==> src/hdl/startup_regs.svh <==
// Register map, field positions, codes and timing constants of the start-up block
// Overview of operation
// - Identification register upper nibble reads the fixed major revision code.
// - Identification register lower nibble reads the fixed minor revision code.
// - Supply monitor holds reset until supply is good; release starts configuration load.
// - Normal operation starts a fixed delay after reset release, covering configuration.
// - Two-bit start-up field selects relative, reserved, absolute or burst behaviour.
// - Relative mode keeps both quadrature outputs low through start-up.
// - Absolute mode drives quadrature levels from absolute position within the period.
// - Absolute mode uses the index phase offset register for quadrature-to-index phase.
// - Burst mode emits quadrature transitions stepping from zero toward the absolute position, shortest way round.
// - Start-up mode default is loaded from the nonvolatile configuration word.
// - While the halt bit is set, quadrature and index generation stops.
// - Clearing the halt bit restarts generation following the selected start-up mode.
// - Halt never blocks serial port accesses or register bank traffic.
// - Halt bit is stored nonvolatile; host may set it during reconfiguration.
// - Every register bank location is eight bits wide; location 0 reads identification, locations 1 and 2 hold chip controls.
// - Every nonvolatile location is thirty-two bits wide.
// - Nonvolatile locations five to seven hold free user data.
// - Neither serial port has a timeout; partial frames wait for more clocks.
// - Two-wire port: host drives shift clock, one shared bidirectional data line.
// - Two-wire port reads all registers, writes all but fixed location 0, and reads and writes the nonvolatile store.
// - One-wire port only writes register and nonvolatile banks, never returns data.
// - Start bit then 00 selects register write of eight data bits.
// - Start bit then 10 selects register read, one idle turnaround clock first.
// - Register address field is five bits, top bit always zero.
`ifndef STARTUP_REGS_SVH
`define STARTUP_REGS_SVH
`define REG_ID_ADDR 4'h0
`define REG_STARTUP_ADDR 4'h1
`define REG_INDEX_PHASE_ADDR 4'h2
`define REG_COUNT 16
`define MODE_MSB 4
`define MODE_LSB 3
`define HALT_BIT 6
`define MODE_RELATIVE 2'h0
`define MODE_RESERVED 2'h1
`define MODE_ABSOLUTE 2'h2
`define MODE_BURST 2'h3
`define EE_CONFIG_ADDR 3'h0
`define EE_COUNT 8
`define CFG_STARTUP_LSB 0
`define CFG_PHASE_LSB 8
`define CMD_SHORT_LAST 6'h01
`define CMD_LONG_LAST 6'h03
`define REG_ADDR_LAST 6'h04
`define EE_ADDR_LAST 6'h02
`define REG_DATA_LAST 6'h07
`define EE_DATA_LAST 6'h1f
`define CLK_PERIOD_NS 8
`define STARTUP_DELAY_MS 20
`define STEP_PERIOD_NS 80
`define ONE_WIRE_ONE_MIN_NS 2000
`endif

==> src/hdl/startup_pkg.sv <==
// Types shared by the start-up and configuration block
package startup_pkg;
    typedef enum logic [3:0] {
        SEQ_HOLD = 4'h1,
        SEQ_LOAD = 4'h2,
        SEQ_WAIT = 4'h4,
        SEQ_RUN = 4'h8
    } seq_state_t;
    typedef enum logic [6:0] {
        FRAME_IDLE = 7'h01,
        FRAME_CMD = 7'h02,
        FRAME_ADDR = 7'h04,
        FRAME_TURN = 7'h08,
        FRAME_WDATA = 7'h10,
        FRAME_RDATA = 7'h20,
        FRAME_TRAIL = 7'h40
    } frame_state_t;
endpackage

==> src/hdl/nv_store.sv <==
// Nonvolatile configuration and user data store
`timescale 1ns/100ps
`default_nettype none
`include "startup_regs.svh"
module nv_store #(
    parameter logic [31:0] DEFAULT_CONFIG_WORD = 32'h0000_0000
) (
    input wire logic clk,
    input wire logic write_en,
    input wire logic [2:0] write_addr,
    input wire logic [31:0] write_data,
    input wire logic [2:0] read_addr,
    output logic [31:0] read_data
);
    logic [31:0] mem [0:`EE_COUNT-1];

    // Contents survive reset; initial image stands for the programmed state
    initial begin
        for (int i = 0; i < `EE_COUNT; i++) begin
            mem[i] = (i == 0) ? DEFAULT_CONFIG_WORD : 32'h0000_0000;
        end
    end

    always_ff @(posedge clk) begin
        if (write_en) begin
            mem[write_addr] <= write_data;
        end
    end

    always_ff @(posedge clk) begin
        read_data <= mem[read_addr];
    end
endmodule // nv_store
`default_nettype wire

==> src/hdl/serial_frame_decoder.sv <==
// Bit-level frame decoder shared by the two-wire and one-wire ports
`timescale 1ns/100ps
`default_nettype none
`include "startup_regs.svh"
module serial_frame_decoder
    import startup_pkg::*;
#(
    parameter bit ALLOW_READ = 1'b1
) (
    input wire logic clk,
    input wire logic rst_n,
    input wire logic bit_strobe,
    input wire logic bit_value,
    input wire logic shift_strobe,
    input wire logic [31:0] read_data,
    output logic reg_write,
    output logic ee_write,
    output logic read_request,
    output logic ee_access,
    output logic [4:0] addr,
    output logic [31:0] write_data,
    output logic out_bit,
    output logic out_enable
);
    frame_state_t state;
    logic [5:0] count;
    logic [2:0] cmd;
    logic is_read;
    logic cmd_ok;
    logic [31:0] shifter;
    logic addr_last;
    logic data_last;

    assign addr_last = (count == (ee_access ? `EE_ADDR_LAST : `REG_ADDR_LAST));
    assign data_last = (count == (ee_access ? `EE_DATA_LAST : `REG_DATA_LAST));

    // No timeout anywhere: state only moves on a bit strobe
    always_ff @(posedge clk) begin
        if (!rst_n) begin
            state <= FRAME_IDLE;
            count <= 6'h00;
            cmd <= 3'h0;
            is_read <= 1'b0;
            cmd_ok <= 1'b0;
            ee_access <= 1'b0;
            shifter <= 32'h0000_0000;
            addr <= 5'h00;
        end else if (bit_strobe) begin
            unique case (state)
                FRAME_IDLE: begin
                    if (bit_value) begin
                        state <= FRAME_CMD;
                        count <= 6'h00;
                    end
                end
                FRAME_CMD: begin
                    cmd <= {cmd[1:0], bit_value};
                    count <= count + 6'h01;
                    if (count == `CMD_SHORT_LAST && !bit_value) begin
                        ee_access <= 1'b0;
                        is_read <= cmd[0];
                        cmd_ok <= 1'b1;
                        state <= FRAME_ADDR;
                        count <= 6'h00;
                    end else if (count == `CMD_LONG_LAST) begin
                        ee_access <= 1'b1;
                        is_read <= cmd[2];
                        cmd_ok <= !(cmd[0] | bit_value);
                        state <= FRAME_ADDR;
                        count <= 6'h00;
                    end
                end
                FRAME_ADDR: begin
                    shifter <= {shifter[30:0], bit_value};
                    count <= count + 6'h01;
                    if (addr_last) begin
                        addr <= ee_access ? {2'h0, shifter[1:0], bit_value} : {shifter[3:0], bit_value};
                        count <= 6'h00;
                        if (!is_read) begin
                            state <= FRAME_WDATA;
                        end else if (cmd_ok && ALLOW_READ) begin
                            state <= FRAME_TURN;
                        end else begin
                            state <= FRAME_TRAIL;
                        end
                    end
                end
                FRAME_TURN: begin
                    shifter <= ee_access ? read_data : {read_data[7:0], 24'h00_0000};
                    state <= FRAME_RDATA;
                end
                FRAME_WDATA: begin
                    shifter <= {shifter[30:0], bit_value};
                    count <= count + 6'h01;
                    if (data_last) begin
                        state <= FRAME_TRAIL;
                    end
                end
                FRAME_RDATA: begin
                    shifter <= {shifter[30:0], 1'b0};
                    count <= count + 6'h01;
                    if (data_last) begin
                        state <= FRAME_TRAIL;
                    end
                end
                FRAME_TRAIL: begin
                    if (!bit_value) begin
                        state <= FRAME_IDLE;
                    end
                end
                default: begin
                    state <= FRAME_IDLE;
                end
            endcase
        end
    end

    always_ff @(posedge clk) begin
        if (!rst_n) begin
            reg_write <= 1'b0;
            ee_write <= 1'b0;
            read_request <= 1'b0;
            write_data <= 32'h0000_0000;
        end else begin
            reg_write <= bit_strobe && state == FRAME_WDATA && data_last && !ee_access;
            ee_write <= bit_strobe && state == FRAME_WDATA && data_last && ee_access && cmd_ok;
            read_request <= bit_strobe && state == FRAME_ADDR && addr_last && is_read && cmd_ok && ALLOW_READ;
            if (bit_strobe && state == FRAME_WDATA && data_last) begin
                write_data <= {shifter[30:0], bit_value};
            end
        end
    end

    // Data goes out after the rising clock edge, released after the last sample
    always_ff @(posedge clk) begin
        if (!rst_n || !ALLOW_READ || state != FRAME_RDATA) begin
            out_bit <= 1'b0;
            out_enable <= 1'b0;
        end else if (bit_strobe && data_last) begin
            out_enable <= 1'b0;
        end else if (shift_strobe) begin
            out_bit <= shifter[31];
            out_enable <= 1'b1;
        end
    end
endmodule // serial_frame_decoder
`default_nettype wire

==> src/hdl/startup_config_and_id.sv <==
// Start-up sequencing, configuration load, register bank, serial ports and A/B/Z start-up control
`timescale 1ns/100ps
`default_nettype none
`include "startup_regs.svh"
module startup_config_and_id
    import startup_pkg::*;
#(
    // Identification nibbles: arbitrary neutral values
    parameter logic [3:0] MAJOR_REVISION = 4'h1,
    parameter logic [3:0] MINOR_REVISION = 4'h0,
    parameter logic [31:0] DEFAULT_CONFIG_WORD = 32'h0000_0000,
    parameter int STARTUP_DELAY_CYCLES = `STARTUP_DELAY_MS * 1000000 / `CLK_PERIOD_NS
) (
    input wire logic clk,
    input wire logic rst_n,
    input wire logic external_reset_pin_n,
    input wire logic supply_ok,
    input wire logic serial_clock,
    input wire logic serial_data_line_in,
    output logic serial_data_line_out,
    output logic serial_data_line_oe,
    input wire logic one_wire_line,
    input wire logic [7:0] sensor_position,
    output logic quad_a,
    output logic quad_b,
    output logic index_z,
    output logic normal_operation
);
    localparam int STEP_CYCLES = (`STEP_PERIOD_NS + `CLK_PERIOD_NS - 1) / `CLK_PERIOD_NS;
    localparam int ONE_WIRE_ONE_CYCLES = (`ONE_WIRE_ONE_MIN_NS + `CLK_PERIOD_NS - 1) / `CLK_PERIOD_NS;

    // Pin synchronisers
    logic [1:0] supply_sync;
    logic [1:0] ext_reset_sync;
    logic [1:0] sclk_sync;
    logic [1:0] serial_data_line_sync;
    logic [1:0] one_wire_sync;
    logic sclk_prev;
    logic one_wire_prev;

    always_ff @(posedge clk) begin
        if (!rst_n) begin
            supply_sync <= 2'h0;
            ext_reset_sync <= 2'h0;
            sclk_sync <= 2'h0;
            serial_data_line_sync <= 2'h0;
            one_wire_sync <= 2'h0;
            sclk_prev <= 1'b0;
            one_wire_prev <= 1'b0;
        end else begin
            supply_sync <= {supply_sync[0], supply_ok};
            ext_reset_sync <= {ext_reset_sync[0], external_reset_pin_n};
            sclk_sync <= {sclk_sync[0], serial_clock};
            serial_data_line_sync <= {serial_data_line_sync[0], serial_data_line_in};
            one_wire_sync <= {one_wire_sync[0], one_wire_line};
            sclk_prev <= sclk_sync[1];
            one_wire_prev <= one_wire_sync[1];
        end
    end

    logic sclk_fall;
    logic sclk_rise;
    logic one_wire_fall;
    logic device_hold;

    assign sclk_fall = sclk_prev && !sclk_sync[1];
    assign sclk_rise = !sclk_prev && sclk_sync[1];
    assign one_wire_fall = one_wire_prev && !one_wire_sync[1];
    assign device_hold = !supply_sync[1] || !ext_reset_sync[1];

    // One-wire bits are pulse widths; the counter saturates instead of timing out
    logic [15:0] high_count;
    logic one_wire_bit;

    always_ff @(posedge clk) begin
        if (!rst_n || !one_wire_sync[1]) begin
            high_count <= 16'h0000;
        end else if (high_count != 16'hffff) begin
            high_count <= high_count + 16'h0001;
        end
    end

    assign one_wire_bit = (high_count >= 16'(ONE_WIRE_ONE_CYCLES));

    // Serial ports
    logic [31:0] tw_read_data;
    logic tw_reg_write;
    logic tw_ee_write;
    logic tw_ee_access;
    logic [4:0] tw_addr;
    logic [31:0] tw_write_data;
    logic ow_reg_write;
    logic ow_ee_write;
    logic [4:0] ow_addr;
    logic [31:0] ow_write_data;

    serial_frame_decoder #(
        .ALLOW_READ(1'b1)
    ) two_wire_port (
        .clk(clk),
        .rst_n(rst_n),
        .bit_strobe(sclk_fall),
        .bit_value(serial_data_line_sync[1]),
        .shift_strobe(sclk_rise),
        .read_data(tw_read_data),
        .reg_write(tw_reg_write),
        .ee_write(tw_ee_write),
        .read_request(),
        .ee_access(tw_ee_access),
        .addr(tw_addr),
        .write_data(tw_write_data),
        .out_bit(serial_data_line_out),
        .out_enable(serial_data_line_oe)
    );

    serial_frame_decoder #(
        .ALLOW_READ(1'b0)
    ) one_wire_port (
        .clk(clk),
        .rst_n(rst_n),
        .bit_strobe(one_wire_fall),
        .bit_value(one_wire_bit),
        .shift_strobe(1'b0),
        .read_data(32'h0000_0000),
        .reg_write(ow_reg_write),
        .ee_write(ow_ee_write),
        .read_request(),
        .ee_access(),
        .addr(ow_addr),
        .write_data(ow_write_data),
        .out_bit(),
        .out_enable()
    );

    // Start-up sequencer
    seq_state_t seq_state;
    logic [31:0] delay_count;
    logic load_wait;
    logic load_capture;
    logic [31:0] nv_read_data;

    assign load_capture = (seq_state == SEQ_LOAD) && load_wait;

    always_ff @(posedge clk) begin
        if (!rst_n || device_hold) begin
            seq_state <= SEQ_HOLD;
            delay_count <= 32'h0000_0000;
            load_wait <= 1'b0;
        end else begin
            if (seq_state != SEQ_RUN) begin
                delay_count <= delay_count + 32'h0000_0001;
            end
            unique case (seq_state)
                SEQ_HOLD: begin
                    seq_state <= SEQ_LOAD;
                    load_wait <= 1'b0;
                end
                SEQ_LOAD: begin
                    load_wait <= 1'b1;
                    if (load_wait) begin
                        seq_state <= SEQ_WAIT;
                    end
                end
                SEQ_WAIT: begin
                    if (delay_count >= 32'(STARTUP_DELAY_CYCLES - 1)) begin
                        seq_state <= SEQ_RUN;
                    end
                end
                SEQ_RUN: begin
                    seq_state <= SEQ_RUN;
                end
                default: begin
                    seq_state <= SEQ_HOLD;
                end
            endcase
        end
    end

    assign normal_operation = (seq_state == SEQ_RUN);

    // Nonvolatile store; the two-wire port wins a same-cycle write
    logic nv_write_en;
    logic [2:0] nv_write_addr;
    logic [31:0] nv_write_data;
    logic [2:0] nv_read_addr;

    assign nv_write_en = tw_ee_write || ow_ee_write;
    assign nv_write_addr = tw_ee_write ? tw_addr[2:0] : ow_addr[2:0];
    assign nv_write_data = tw_ee_write ? tw_write_data : ow_write_data;
    assign nv_read_addr = (seq_state == SEQ_LOAD) ? `EE_CONFIG_ADDR : tw_addr[2:0];

    nv_store #(
        .DEFAULT_CONFIG_WORD(DEFAULT_CONFIG_WORD)
    ) config_store (
        .clk(clk),
        .write_en(nv_write_en),
        .write_addr(nv_write_addr),
        .write_data(nv_write_data),
        .read_addr(nv_read_addr),
        .read_data(nv_read_data)
    );

    // Register bank: one byte per location, location 0 fixed
    logic [7:0] reg_bank [0:`REG_COUNT-1];

    assign reg_bank[0] = {MAJOR_REVISION, MINOR_REVISION};

    for (genvar i = 1; i < `REG_COUNT; i++) begin : gen_reg
        always_ff @(posedge clk) begin
            if (!rst_n) begin
                reg_bank[i] <= 8'h00;
            end else if (tw_reg_write && tw_addr[3:0] == 4'(i)) begin
                reg_bank[i] <= tw_write_data[7:0];
            end else if (ow_reg_write && ow_addr[3:0] == 4'(i)) begin
                reg_bank[i] <= ow_write_data[7:0];
            end else if (load_capture && 4'(i) == `REG_STARTUP_ADDR) begin
                reg_bank[i] <= nv_read_data[`CFG_STARTUP_LSB +: 8];
            end else if (load_capture && 4'(i) == `REG_INDEX_PHASE_ADDR) begin
                reg_bank[i] <= nv_read_data[`CFG_PHASE_LSB +: 8];
            end
        end
    end

    always_ff @(posedge clk) begin
        if (!rst_n) begin
            tw_read_data <= 32'h0000_0000;
        end else if (tw_ee_access) begin
            tw_read_data <= nv_read_data;
        end else begin
            tw_read_data <= {24'h00_0000, reg_bank[tw_addr[3:0]]};
        end
    end

    // Output generator control
    logic [1:0] mode;
    logic halt_q;
    logic gen_active;
    logic gen_active_q;
    logic start_event;
    logic [7:0] phase_offset;
    logic [7:0] target_pos;

    assign mode = reg_bank[`REG_STARTUP_ADDR][`MODE_MSB:`MODE_LSB];
    assign phase_offset = reg_bank[`REG_INDEX_PHASE_ADDR];
    assign target_pos = 8'(sensor_position + phase_offset);
    assign gen_active = normal_operation && !halt_q;
    assign start_event = gen_active && !gen_active_q;

    always_ff @(posedge clk) begin
        if (!rst_n) begin
            halt_q <= 1'b0;
            gen_active_q <= 1'b0;
        end else begin
            halt_q <= reg_bank[`REG_STARTUP_ADDR][`HALT_BIT];
            gen_active_q <= gen_active;
        end
    end

    logic [7:0] step_count;
    logic step_tick;

    always_ff @(posedge clk) begin
        if (!rst_n || step_tick) begin
            step_count <= 8'h00;
        end else begin
            step_count <= step_count + 8'h01;
        end
    end

    assign step_tick = (step_count == 8'(STEP_CYCLES - 1));

    // Output position walks one step per tick toward the target, shortest way round
    logic [7:0] out_pos;
    logic [7:0] phase_base;
    logic [7:0] pos_diff;

    assign pos_diff = 8'(target_pos - out_pos);

    always_ff @(posedge clk) begin
        if (!rst_n) begin
            out_pos <= 8'h00;
            phase_base <= 8'h00;
        end else if (start_event) begin
            unique case (mode)
                `MODE_ABSOLUTE: begin
                    out_pos <= target_pos;
                    phase_base <= 8'h00;
                end
                `MODE_BURST: begin
                    out_pos <= 8'h00;
                    phase_base <= 8'h00;
                end
                `MODE_RELATIVE, `MODE_RESERVED: begin
                    out_pos <= target_pos;
                    phase_base <= target_pos;
                end
            endcase
        end else if (gen_active && step_tick && pos_diff != 8'h00) begin
            out_pos <= pos_diff[7] ? 8'(out_pos - 8'h01) : 8'(out_pos + 8'h01);
        end
    end

    logic [7:0] run_phase;
    logic [7:0] show_phase;
    logic show_ab;

    assign run_phase = 8'(out_pos - phase_base);
    // The start cycle shows the mode's first phase, not the position left over from the last run
    assign show_phase = !gen_active ? target_pos : !start_event ? run_phase
        : (mode == `MODE_ABSOLUTE) ? target_pos : 8'h00;
    // Before normal operation only absolute mode shows levels; halt blanks everything
    assign show_ab = gen_active || (!normal_operation && !halt_q && mode == `MODE_ABSOLUTE);

    always_ff @(posedge clk) begin
        if (!rst_n || !show_ab) begin
            quad_a <= 1'b0;
            quad_b <= 1'b0;
            index_z <= 1'b0;
        end else begin
            quad_a <= show_phase[1] ^ show_phase[0];
            quad_b <= show_phase[1];
            index_z <= (sensor_position == 8'h00);
        end
    end
endmodule // startup_config_and_id
`default_nettype wire

==> config.mk <==
export PLATFORM = sky130hd
export DESIGN_NAME = startup_config_and_id
export DESIGN_NICKNAME = d
export VERILOG_FILES = /design/src/hdl/startup_pkg.sv /design/src/hdl/nv_store.sv /design/src/hdl/serial_frame_decoder.sv /design/src/hdl/startup_config_and_id.sv
export VERILOG_INCLUDE_DIRS = /design/src /design/src/hdl
export SDC_FILE = /design/constraint.sdc
export NUM_CORES = 1
export LEC_CHECK = 0
export ABC_CLOCK_PERIOD_IN_PS = 14600
export BUFFER_PORTS_ARGS = -buffer_cell sky130_fd_sc_hd__buf_4
export CELL_PAD_IN_SITES_DETAIL_PLACEMENT = 2
export CELL_PAD_IN_SITES_GLOBAL_PLACEMENT = 2
export CORE_MARGIN = 1.5
export CORE_UTILIZATION = 45
export DETAILED_ROUTE_END_ITERATION = 6
export GPL_TIMING_DRIVEN = 0
export PLACE_DENSITY = 0.93
export SYNTH_ARGS = -nofsm -noshare
export SYNTH_HDL_FRONTEND = slang
export SYNTH_SLANG_ARGS = --single-unit
==> constraint.sdc <==
create_clock -name clk -period 14.6 [get_ports clk]
set_clock_uncertainty 0.15 [all_clocks]
set_input_delay 0.73 -clock clk [delete_from_list [all_inputs] [get_ports clk]]
set_output_delay 0.73 -clock clk [all_outputs]
set_load 0.01 [all_outputs]
Yosys cells after proc, flatten, opt, wreduce, memory -nomap -nowiden --
Memories as Yosys holds them, arrays and structs flattened. A register that Yosys moved wholly into a read port is not among the register bits. Cells that the tools add are included.
Cells by class: add/sub/neg operators 10, magnitude comparators 3, equality and inequality tests 75, muxes and demuxes 101, bitwise operators 5, reductions and logical operators 126
Operators by type and width (count):
- $mux W8 | 38
- $mux W7 | 15
- $pmux W32 S3 | 1
- $pmux W31 S3 | 1
- $pmux W7 S6 | 2
- $eq A4 B4 Y1 const B | 17
- $mux W32 | 2
- $logic_and A1 B1 Y1 | 53
- $mux W6 | 8
- $pmux W6 S4 | 2
- $eq A4 B3 Y1 const B | 9
- $reduce_bool A2 Y1 | 17
- $add A32 B1 Y32 const B | 1
- $bmux W8 S4 | 1
- $ge A32 B22 Y1 const B | 1
- $eq A6 B6 Y1 | 4
- $eq A4 B2 Y1 const B | 5
- $reduce_and A3 Y1 | 6
- $add A16 B1 Y16 const B | 1
- $add A8 B1 Y8 const B | 2
- $ge A16 B8 Y1 const B | 1
- $logic_not A1 Y1 | 16
- $mux W4 | 4
- $ne A16 B16 Y1 const B | 1
- other kinds (46) | 112
Storage, ports and cells: flip-flop bits (word level) 419, RAM bits 256, output and inout port bits 6, word-level logic and storage cells 381, memories 1
Memories:
- config_store.mem | words 8, bits a word 32, rd ports 1, clocked after memory_dff 1, write ports 1, line nv_store.sv:15 | logic [31:0] mem [0:`EE_COUNT-1];

Depth between registers and ports, before layout --
Gate-level depths: netlist (run 1).
depth in word-level cells 7, mapped depth 22

By module --
Synthesis (run 1) repeated with hierarchy kept, for this count alone.
Second synthesis, totals: cells, all modules 2671, area total of the unflattened synthesis 30654.4 um^2
Modules (own cells, without submodules):
- startup_config_and_id | times used 1, cells each 1355, area each 12533.3 um^2
- nv_store | times used 1, cells each 415, area each 10466.3 um^2
- serial_frame_decoder at two_wire_port | times used 1, cells each 475, area each 4202.8 um^2
- serial_frame_decoder at one_wire_port | times used 1, cells each 426, area each 3452.1 um^2

Worst setup path after synthesis (run 1) --
No wires, ideal clock.
kind input -> register, start point input sensor_position[0], end point register out_pos[7], setup time 0.120 ns, arrival time 4.939 ns, path slack 9.391 ns, cell stages on the path 21, cell sequence ha_1 fa_1 a21o_1 a21oi_1 o21ai_0 xor2_1 ha_1 or4_1 o21ai_1 xnor2_1 xnor2_2 inv_1 ha_1 a21o_1 a21oi_1 nor2b_1 o21a_1 o41ai_1 xnor2_1 mux2i_1 a21oi_1
Between the ends: longest elaborated chain between the ends 5, elaborated cells on any way between the ends 9, classes of those cells 2 x add/sub; 4 x mux; 3 x reduce/logical
RTL lines:
- start: declaration | line startup_config_and_id.sv:23 | input wire logic [7:0] sensor_position,
- $add A8 B8 Y8 * | line startup_config_and_id.sv:245 | assign target_pos = 8'(sensor_position + phase_offset);
- $sub A8 B8 Y8 | line startup_config_and_id.sv:277 | assign pos_diff = 8'(target_pos - out_pos);
- $reduce_bool A8 Y1 / $mux W8 (equally long branches) | line startup_config_and_id.sv:298, startup_config_and_id.sv:299
- $logic_and A1 B1 Y1 / $mux W8 (equally long branches) | line startup_config_and_id.sv:298 | end else if (gen_active && step_tick && pos_diff != 8'h00) begin
- $reduce_bool A2 Y1 (no line) / $mux W8 (equally long branches)
- end signal: assignment | line startup_config_and_id.sv:286 | out_pos <= target_pos;
- end signal: assignment | line startup_config_and_id.sv:294 | out_pos <= target_pos;
- end signal: assignment | line startup_config_and_id.sv:299 | out_pos <= pos_diff[7] ? 8'(out_pos - 8'h01) : 8'(out_pos + 8'h01);
- end: declaration | line startup_config_and_id.sv:273 | logic [7:0] out_pos;
Every way passes the cells marked *; elsewhere a longest branch is shown, timed or not. The select of a mux whose other input is x is not followed. A chain may end at the register's enable or synchronous reset.

Worst setup path in the final report (run 1) --
start point register reg_bank (netlist bit phase_offset[0]), end point register out_pos[7]
Between the ends: longest elaborated chain between the ends 5, elaborated cells on any way between the ends 9, classes of those cells 2 x add/sub; 4 x mux; 3 x reduce/logical
RTL lines:
- start: declaration | line startup_config_and_id.sv:204 | logic [7:0] reg_bank [0:`REG_COUNT-1];
- start signal: indexed assignment | line startup_config_and_id.sv:213 | reg_bank[i] <= tw_write_data[7:0];
- start signal: indexed assignment | line startup_config_and_id.sv:215 | reg_bank[i] <= ow_write_data[7:0];
- start signal: indexed assignment | line startup_config_and_id.sv:217 | reg_bank[i] <= nv_read_data[`CFG_STARTUP_LSB +: 8];
- $add A8 B8 Y8 * | line startup_config_and_id.sv:245
- $sub A8 B8 Y8 | line startup_config_and_id.sv:277
- $reduce_bool A8 Y1 / $mux W8 (equally long branches) | line startup_config_and_id.sv:298, startup_config_and_id.sv:299
- $logic_and A1 B1 Y1 / $mux W8 (equally long branches) | line startup_config_and_id.sv:298
- $reduce_bool A2 Y1 (no line) / $mux W8 (equally long branches)
Marks and branches as above.

==> summary.md, run 1 <==
| Metric | Value |
|---|---|
| Status | finished, violations left |
| Failing checks | design-rule violations |
| RSZ-0062 raised after global routing | false |
| DPL Wire Length | 85680 um |
| Number of buffers added for setup after CTS | 0 |
| Max FO, Critical Path | 9 |
| Clock latency on the worst-skew pair | 0.68 ns |
| Setup crit start kind | flop |
| Core footprint | 67040 um2 |
| Syn Inst Count | 2997 |
| Die Ht | 263.2 um |
| Flop2flop setup slack | 8.68 ns |
| Drt initial violations | 2663 |
| Worst Path Arrival | 6.33 ns |
| Sequential-to-total area share from yosys stat | 54.74% |
| Post-synth design cell area | 30470 um2 |
| Beginning of the critical path | phase_offset[0]$_SDFFE_PN0P_ |
| Maximum clock frequency | 168.8 MHz |
| Total number of vias | 27770 |
| Total gr overflow | 0 |
| Final Slew Violations | 0 |
| Distinct cells, synth | 82 |
| Most common cell after layout, fill and taps aside | nand2_1 |
| Vias in the first global route | 30850 |
| R2r startpoint | phase_offset[0]$_SDFFE_PN0P_ |
| Nets | 3154 |
| Post-Syn Area per Cell | 10.17 um2 |
| Largest net degree at the start of global routing | 24 |
| Fraction of final layout cells sized beyond drive strength 1 | 9.590% |
| Number of H-tree levels | 3 |
| Fin crit period | 5.925 ns |
| Core Rows | 95 |
| Routed Antenna Nets | 0 |
| Register bit total from synthesis | 705 |
| Hold WS | 0.1092 ns |
| DRC Markers | 4 |
| R2R depth | 21 |
| Setup violations, final | 0 |
| Clock-pin slew on the worst setup and hold paths | 0.06 ns |
| Hold Fails Final Rpt | 0 |
| Most frequent cells in the layout | 486 x nand2_1, 449 x dfxtp_1, 279 x nor2_1 |
| First-pass GRT wire length | 213900 um |
| Antenna violations before repair | 8 |
| Worst EP required | 15.01 ns |
| Routed vias/inst | 6.859 |
| Max-Cap Viols | 0 |
| Fin Setup TNS | 0 ns |
| Syn. warnings | 0 |
| Initial Utilization | 45.45% |
| Clock root cell | clkbuf_16 |
| Synthesis-to-layout area growth | 13.33% |
| Post-synth EDFFs | 256 |
| First drt pass iteration count | 7 |
| Cts-stage hold buffer count | 0 |
| Final core occ | 51.51% |
| Syn_nets | 3046 |
| TritonCTS buffer count | 78 |
| P_leak | 12.02 nW |
| PD cells | 121.0 nW/um2 |
| FFs w/ async S/R, synth | 0% |
| Kind of critical path | reg2reg |
| WL per Instance | 36.01 um |
| TritonCTS clock tree | done |
| Clk sink count | 705 |
| Max VDD drop | 99.31 uV |
| Type of the worst min-delay path | in2reg |
| Reg2reg end | out_pos[7]$_SDFFE_PN0P_ |
| Ports | 21 |
| DIE AREA | 69270 um2 |
| I/O Buffers | 19 |
| Worst slew pin tran | 1.217 ns |
| GPL Wtd Cong | 0.9552 |
| Routed wire length | 145800 um |
| Dominant synthesized flop cell | dfxtp_1 |
| Total track usage | 41.63% |
| Die width | 263.2 um |
| Clock Path Buffers | 3 |
| Rel. slew slack | 18.57% |
| Post-cts sizing count | 0 |
| Crit share post-route | 40.58% |
| Setup crit end | out_pos[7]$_SDFFE_PN0P_ |
| CP endpoint kind | flop |
-- layer usage --
metal,track usage (%),vias up,routed length [um]
met1,45.75,14290,52090
met5,0,-,15
li1,-,11000,-
met2,70.48,1773,71050
met4,29.34,2,11040
met3,10.55,708,11610
-- cell families (layout without fill, tap and decap cells) --
group / count (synthesis) / in the layout / synth area share, %
buf+inv: 267 / 440 / 3.400
fa+ha+maj: 34 / 34 / 1.470
compound gates: 538 / 538 / 12.03
other cells: 0 / 6 / 0
mux: 256 / 256 / 9.988
xor+xnor: 64 / 64 / 1.889
simple gates: 1133 / 1133 / 16.49
flops: 705 / 705 / 54.74
-- Yosys cell counts, types with 33 or more instances --
cell type / n / area share (%)
a211oi_1: 153 / 3.8
a21oi_1: 167 / 2.7
and3_1: 33 / 0.68
clkbuf_1: 176 / 2.2
dfxtp_1: 449 / 30
edfxtp_1: 256 / 25
inv_1: 40 / 0.49
mux2_2: 74 / 2.7
mux2i_1: 151 / 5.0
nand2_1: 486 / 6.0
nand3_1: 159 / 2.6
nor2_1: 287 / 3.5
o22ai_1: 34 / 0.70
o41ai_1: 33 / 0.95
-- layout make-up --
class	count	area, um2
tap	873	1092
buffer	224	874.6
sequential	705	16680
timing repair buffer	28	314.1
multi-input combinational	2025	12820
fill	6694	32510
antenna	6	15.01
clock buffer	116	2245
inverter	43	161.4
clock inverter	29	331.6
-- worst min path at each step --
| stage | depth (start not counted) | startpoint | end | slack (ns) |
|---|---|---|---|---|
| floorplan | 1 | ext_reset_sync[0]$_SDFF_PN0_ | ext_reset_sync[1]$_SDFF_PN0_ | 0.26 |
| global placement | 1 | sclk_sync[0]$_SDFF_PN0_ | sclk_sync[1]$_SDFF_PN0_ | 0.27 |
| detailed placement | 1 | sclk_sync[0]$_SDFF_PN0_ | sclk_sync[1]$_SDFF_PN0_ | 0.28 |
| CTS | 2 | supply_ok | supply_sync[0]$_SDFF_PN0_ | 0.11 |
| global route | 2 | supply_ok | supply_sync[0]$_SDFF_PN0_ | 0.12 |
| finish | 2 | supply_ok | supply_sync[0]$_SDFF_PN0_ | 0.11 |
-- worst max-delay path: stages, from the launching register on --
cell and delay (ns):
dfxtp_1 0.37, ha_1 0.25, fa_1 0.43, a21o_1 0.19
a21oi_1 0.32, o21ai_0 0.20, xor2_1 0.23, ha_1 0.26
or4_1 0.56, o21ai_1 0.24, xnor2_1 0.21, xnor2_2 0.18
inv_1 0.26, ha_1 0.35, a21o_1 0.18, a21oi_1 0.23
nor2b_1 0.09, o21a_1 0.19, o41ai_1 0.34, xnor2_1 0.23
mux2i_1 0.24, a21oi_1 0.09
-- through the flow --
step	worst slack [ns]	instances	power (mW)	instance area (um2)
6_report	8.675	4049	4.177	34530
3_3_place_gp	8.391	3889	2.122	31700
2_1_floorplan	9.391	2997	2.101	30470
5_1_grt	8.468	4043	4.232	34510
3_5_place_dp	8.624	3898	2.128	31940
4_1_cts	8.757	4043	4.163	34510
-- power by group --
group          total (mW)  leakage (nW)  switching, mW  internal (mW)
Sequential           2.02          6.00        0.00227           2.02
Combinational      0.0677          4.76         0.0507         0.0170
Clock                2.08          1.27          0.951           1.13
Total                4.18          12.0           1.00           3.17
-- state kept, by name, summed over array words and instances (netlist names), 16 cells and up --
register,flops
one_wire_port.shifter,31
config_store.read_data,32
config_store.mem,256
one_wire_port.write_data,32
tw_read_data,32
two_wire_port.shifter,32
high_count,16
two_wire_port.write_data,32
delay_count,32
reg_bank,110
Note: power is estimated with default switching activity, not from simulation.
==> run 2, diff against run 1 <==
ABC_CLOCK_PERIOD_IN_PS = 5260   (was 14600)
CORE_UTILIZATION = 38   (was 45)
PLACE_DENSITY = 0.84   (was 0.93)
clock period = 5.26 ns   (was 14.6 ns; I/O delays follow)
==> run 2 against run 1 <==
  * The run now ends clean
  * Power grew to 2.7 times the previous value
  * Sequential share of layout area is 0.59 points lower
  * Hold slack better by 0.054 ns
  * Combinational power grew to 2.8 times the previous value
  * Utilization is 7.3 points lower
  * Flip-flop and latch count stayed put
  * Global-route usage is 13 points lower
==> summary.md, run 2 (synthesized netlist as in run 1, its figures left out) <==
| Metric | Value |
|---|---|
| WL per Instance | 28.07 um |
| Routed wire length | 118900 um |
| Type of the worst min-delay path | in2reg |
| Most flops, register | config_store.mem |
| DPL Wire Length | 81260 um |
| Worst slew pin tran | 1.290 ns |
| Critical hold path startpoint | sensor_position[1] |
| CP max-delay cell | or4_4 |
| GPL Wtd Cong | 0.9701 |
| R2R depth | 21 |
| Clock latency on the worst-skew pair | 0.65 ns |
| Final Slew Violations | 0 |
| Cell mode on critical path | a21o_1 |
| TritonCTS clock tree | done |
| Core Rows | 103 |
| Biggest regs | config_store.mem (256), reg_bank (110) |
| Hold WS | 0.1631 ns |
| CP endpoint kind | flop |
| Clock root cell | clkbuf_16 |
| DIE AREA | 81880 um2 |
| Max VDD drop | 284.4 uV |
| Ports | 21 |
| Hold Fails Final Rpt | 0 |
| Cell area after layout | 34960 um2 |
| Routed vias/inst | 5.994 |
| Die width | 286.2 um |
| Crit share post-route | 98.38% |
| Fraction of final layout cells sized beyond drive strength 1 | 10.04% |
| Number of H-tree levels | 3 |
| Slowest stage delay, CP | 0.55 ns |
| Die Ht | 286.2 um |
| Antenna violations before repair | 2 |
| Flop2flop setup slack | 0.08 ns |
| Status | complete, no violations |
| First-pass GRT wire length | 177700 um |
| Core footprint | 79130 um2 |
| Setup crit start kind | flop |
| Maximum clock frequency | 193.2 MHz |
| Clk sink count | 705 |
| Worst Hold End | out_pos[1]$_SDFFE_PN0P_ |
| N_diodes | 0 |
| Reg2reg end | out_pos[6]$_SDFFE_PN0P_ |
| Synthesis-to-layout area growth | 14.74% |
| Max reg flops | 256 |
| Most frequent cells in the layout | 486 x nand2_1, 448 x dfxtp_1, 279 x nor2_1 |
| Setup violations, final | 0 |
| First drt pass iteration count | 5 |
| Initial Utilization | 38.50% |
| Crit path cell chain | ha_1, a211oi_1, nor2_1, o21a_1, nor2_1, xnor2_1, ha_1, or4_4, o21ai_4, xnor2_2, xnor2_2, inv_2, buf_4, fa_1, a21o_1, a21o_1, a21o_1, a21oi_1, xnor2_1, a32oi_1, a21oi_1 |
| P_leak | 12.12 nW |
| DP Area | 32160 um2 |
| Drt initial violations | 1685 |
| Vias in the first global route | 27970 |
| Hold-critical path depth | 4 |
| Nets | 3172 |
| Worst Path Arrival | 5.50 ns |
| Fin crit period | 5.175 ns |
| Fill cell count | 8295 |
| Total number of vias | 25390 |
| I/O Buffers | 19 |
| Most common cell after layout, fill and taps aside | nand2_1 |
| Kind of critical path | reg2reg |
| PD cells | 327.0 nW/um2 |
| DRC Markers | 0 |
| Clock Path Buffers | 3 |
| Rel. slew slack | 14.02% |
| Max-Cap Viols | 0 |
| Routed Antenna Nets | 0 |
| Worst EP required | 5.59 ns |
| Largest net degree at the start of global routing | 24 |
| Clock-pin slew on the worst setup and hold paths | 0.06 ns |
| Total track usage | 28.59% |
| Total gr overflow | 0 |
| Max FO, Critical Path | 6 |
| TritonCTS buffer count | 80 |
| R2r startpoint | phase_offset[1]$_SDFFE_PN0P_ |
-- run 2: changes by cell type in the layout (fill, tap and decap cells not counted), moves of 3 or more --
cell           before  now
a21oi_2             0    3
clkinv_2           17   11
diode_2             6    0
a21oi_1           167  164
dlygate4sd3_1       0    8
clkinv_1            2    6
buf_4              20   28
clkbuf_16          78   81
-- run 2: worst max-delay path by stage --
stage	start	to	slack, ns	cells past startpoint
2_1_floorplan	phase_offset[0]$_SDFFE_PN0P_	out_pos[7]$_SDFFE_PN0P_	0.48	21
3_3_place_gp	two_wire_port.addr[0]$_SDFFE_PN0P_	config_store.mem[1][20]$_DFFE_PP_	-1.12	7
3_5_place_dp	sensor_position[0]	out_pos[7]$_SDFFE_PN0P_	-0.35	22
4_1_cts	phase_offset[0]$_SDFFE_PN0P_	out_pos[7]$_SDFFE_PN0P_	0.04	21
5_1_grt	phase_offset[1]$_SDFFE_PN0P_	out_pos[7]$_SDFFE_PN0P_	-0.09	21
6_report	phase_offset[1]$_SDFFE_PN0P_	out_pos[6]$_SDFFE_PN0P_	0.08	21
-- run 2: where the power goes --
group | total [mW] | internal, mW | switching, mW
Combinational | 0.192 | 0.0589 | 0.133
Sequential | 5.62 | 5.62 | 0.00482
Clock | 5.62 | 3.21 | 2.41
-- run 2: cell type report --
class	instances	area, um2	share of cell area, %
Buffer	224	874.6	2.502
Clock buffer	118	2306	6.597
Clock inverter	27	300.3	0.8590
Inverter	43	161.4	0.4617
Multi-Input combinational cell	2025	12870	36.81
Sequential cell	705	16680	47.71
Tap cell	1050	1314	3.758
Timing Repair Buffer	44	454.2	1.299
-- run 2: routing by layer --
layer  GRT usage (%)  vias up  part of all wire [%]
met5               0        -                 0.026
met1           35.05    13270                    41
met2           50.06      790                    50
met3           3.919      277                   4.7
li1                -    11050                     -
met4           12.51        4                   4.4
-- run 2: repair_timing --
item	in CTS	in global routing
endpoints found under the setup margin	2	2
resized for setup	4	10
pin swaps	0	8
buffers inserted	3	5
hold buffers	8	0
hold endpoints to repair	6	0
-- run 2: stage by stage --
step                      std cells  power, mW  setup TNS [ns]  util [%]  worst slack (ns)
after floorplan                2997      5.833               0         -            0.4849
after global placement         4066      5.895         -166.57     40.34            -1.122
after global routing           4236      11.74         -0.1700     44.18          -0.08644
final                          4236      11.43               0     44.18           0.08498
after detailed placement       4075      5.907         -0.3748     40.64           -0.3525
after CTS                      4231      11.49               0     44.08           0.04182
-- run 2: critical path, delay by kind of cell, from the launching register on --
family | cells | cell delay (ns)
DFF | 1 | 0.45
adders and majority gates | 3 | 0.99
AOI/OAI and AO/OA | 9 | 1.74
buffers and inverters | 2 | 0.27
xor gates and xnor gates | 4 | 0.59
and+or+nand+nor | 3 | 0.83
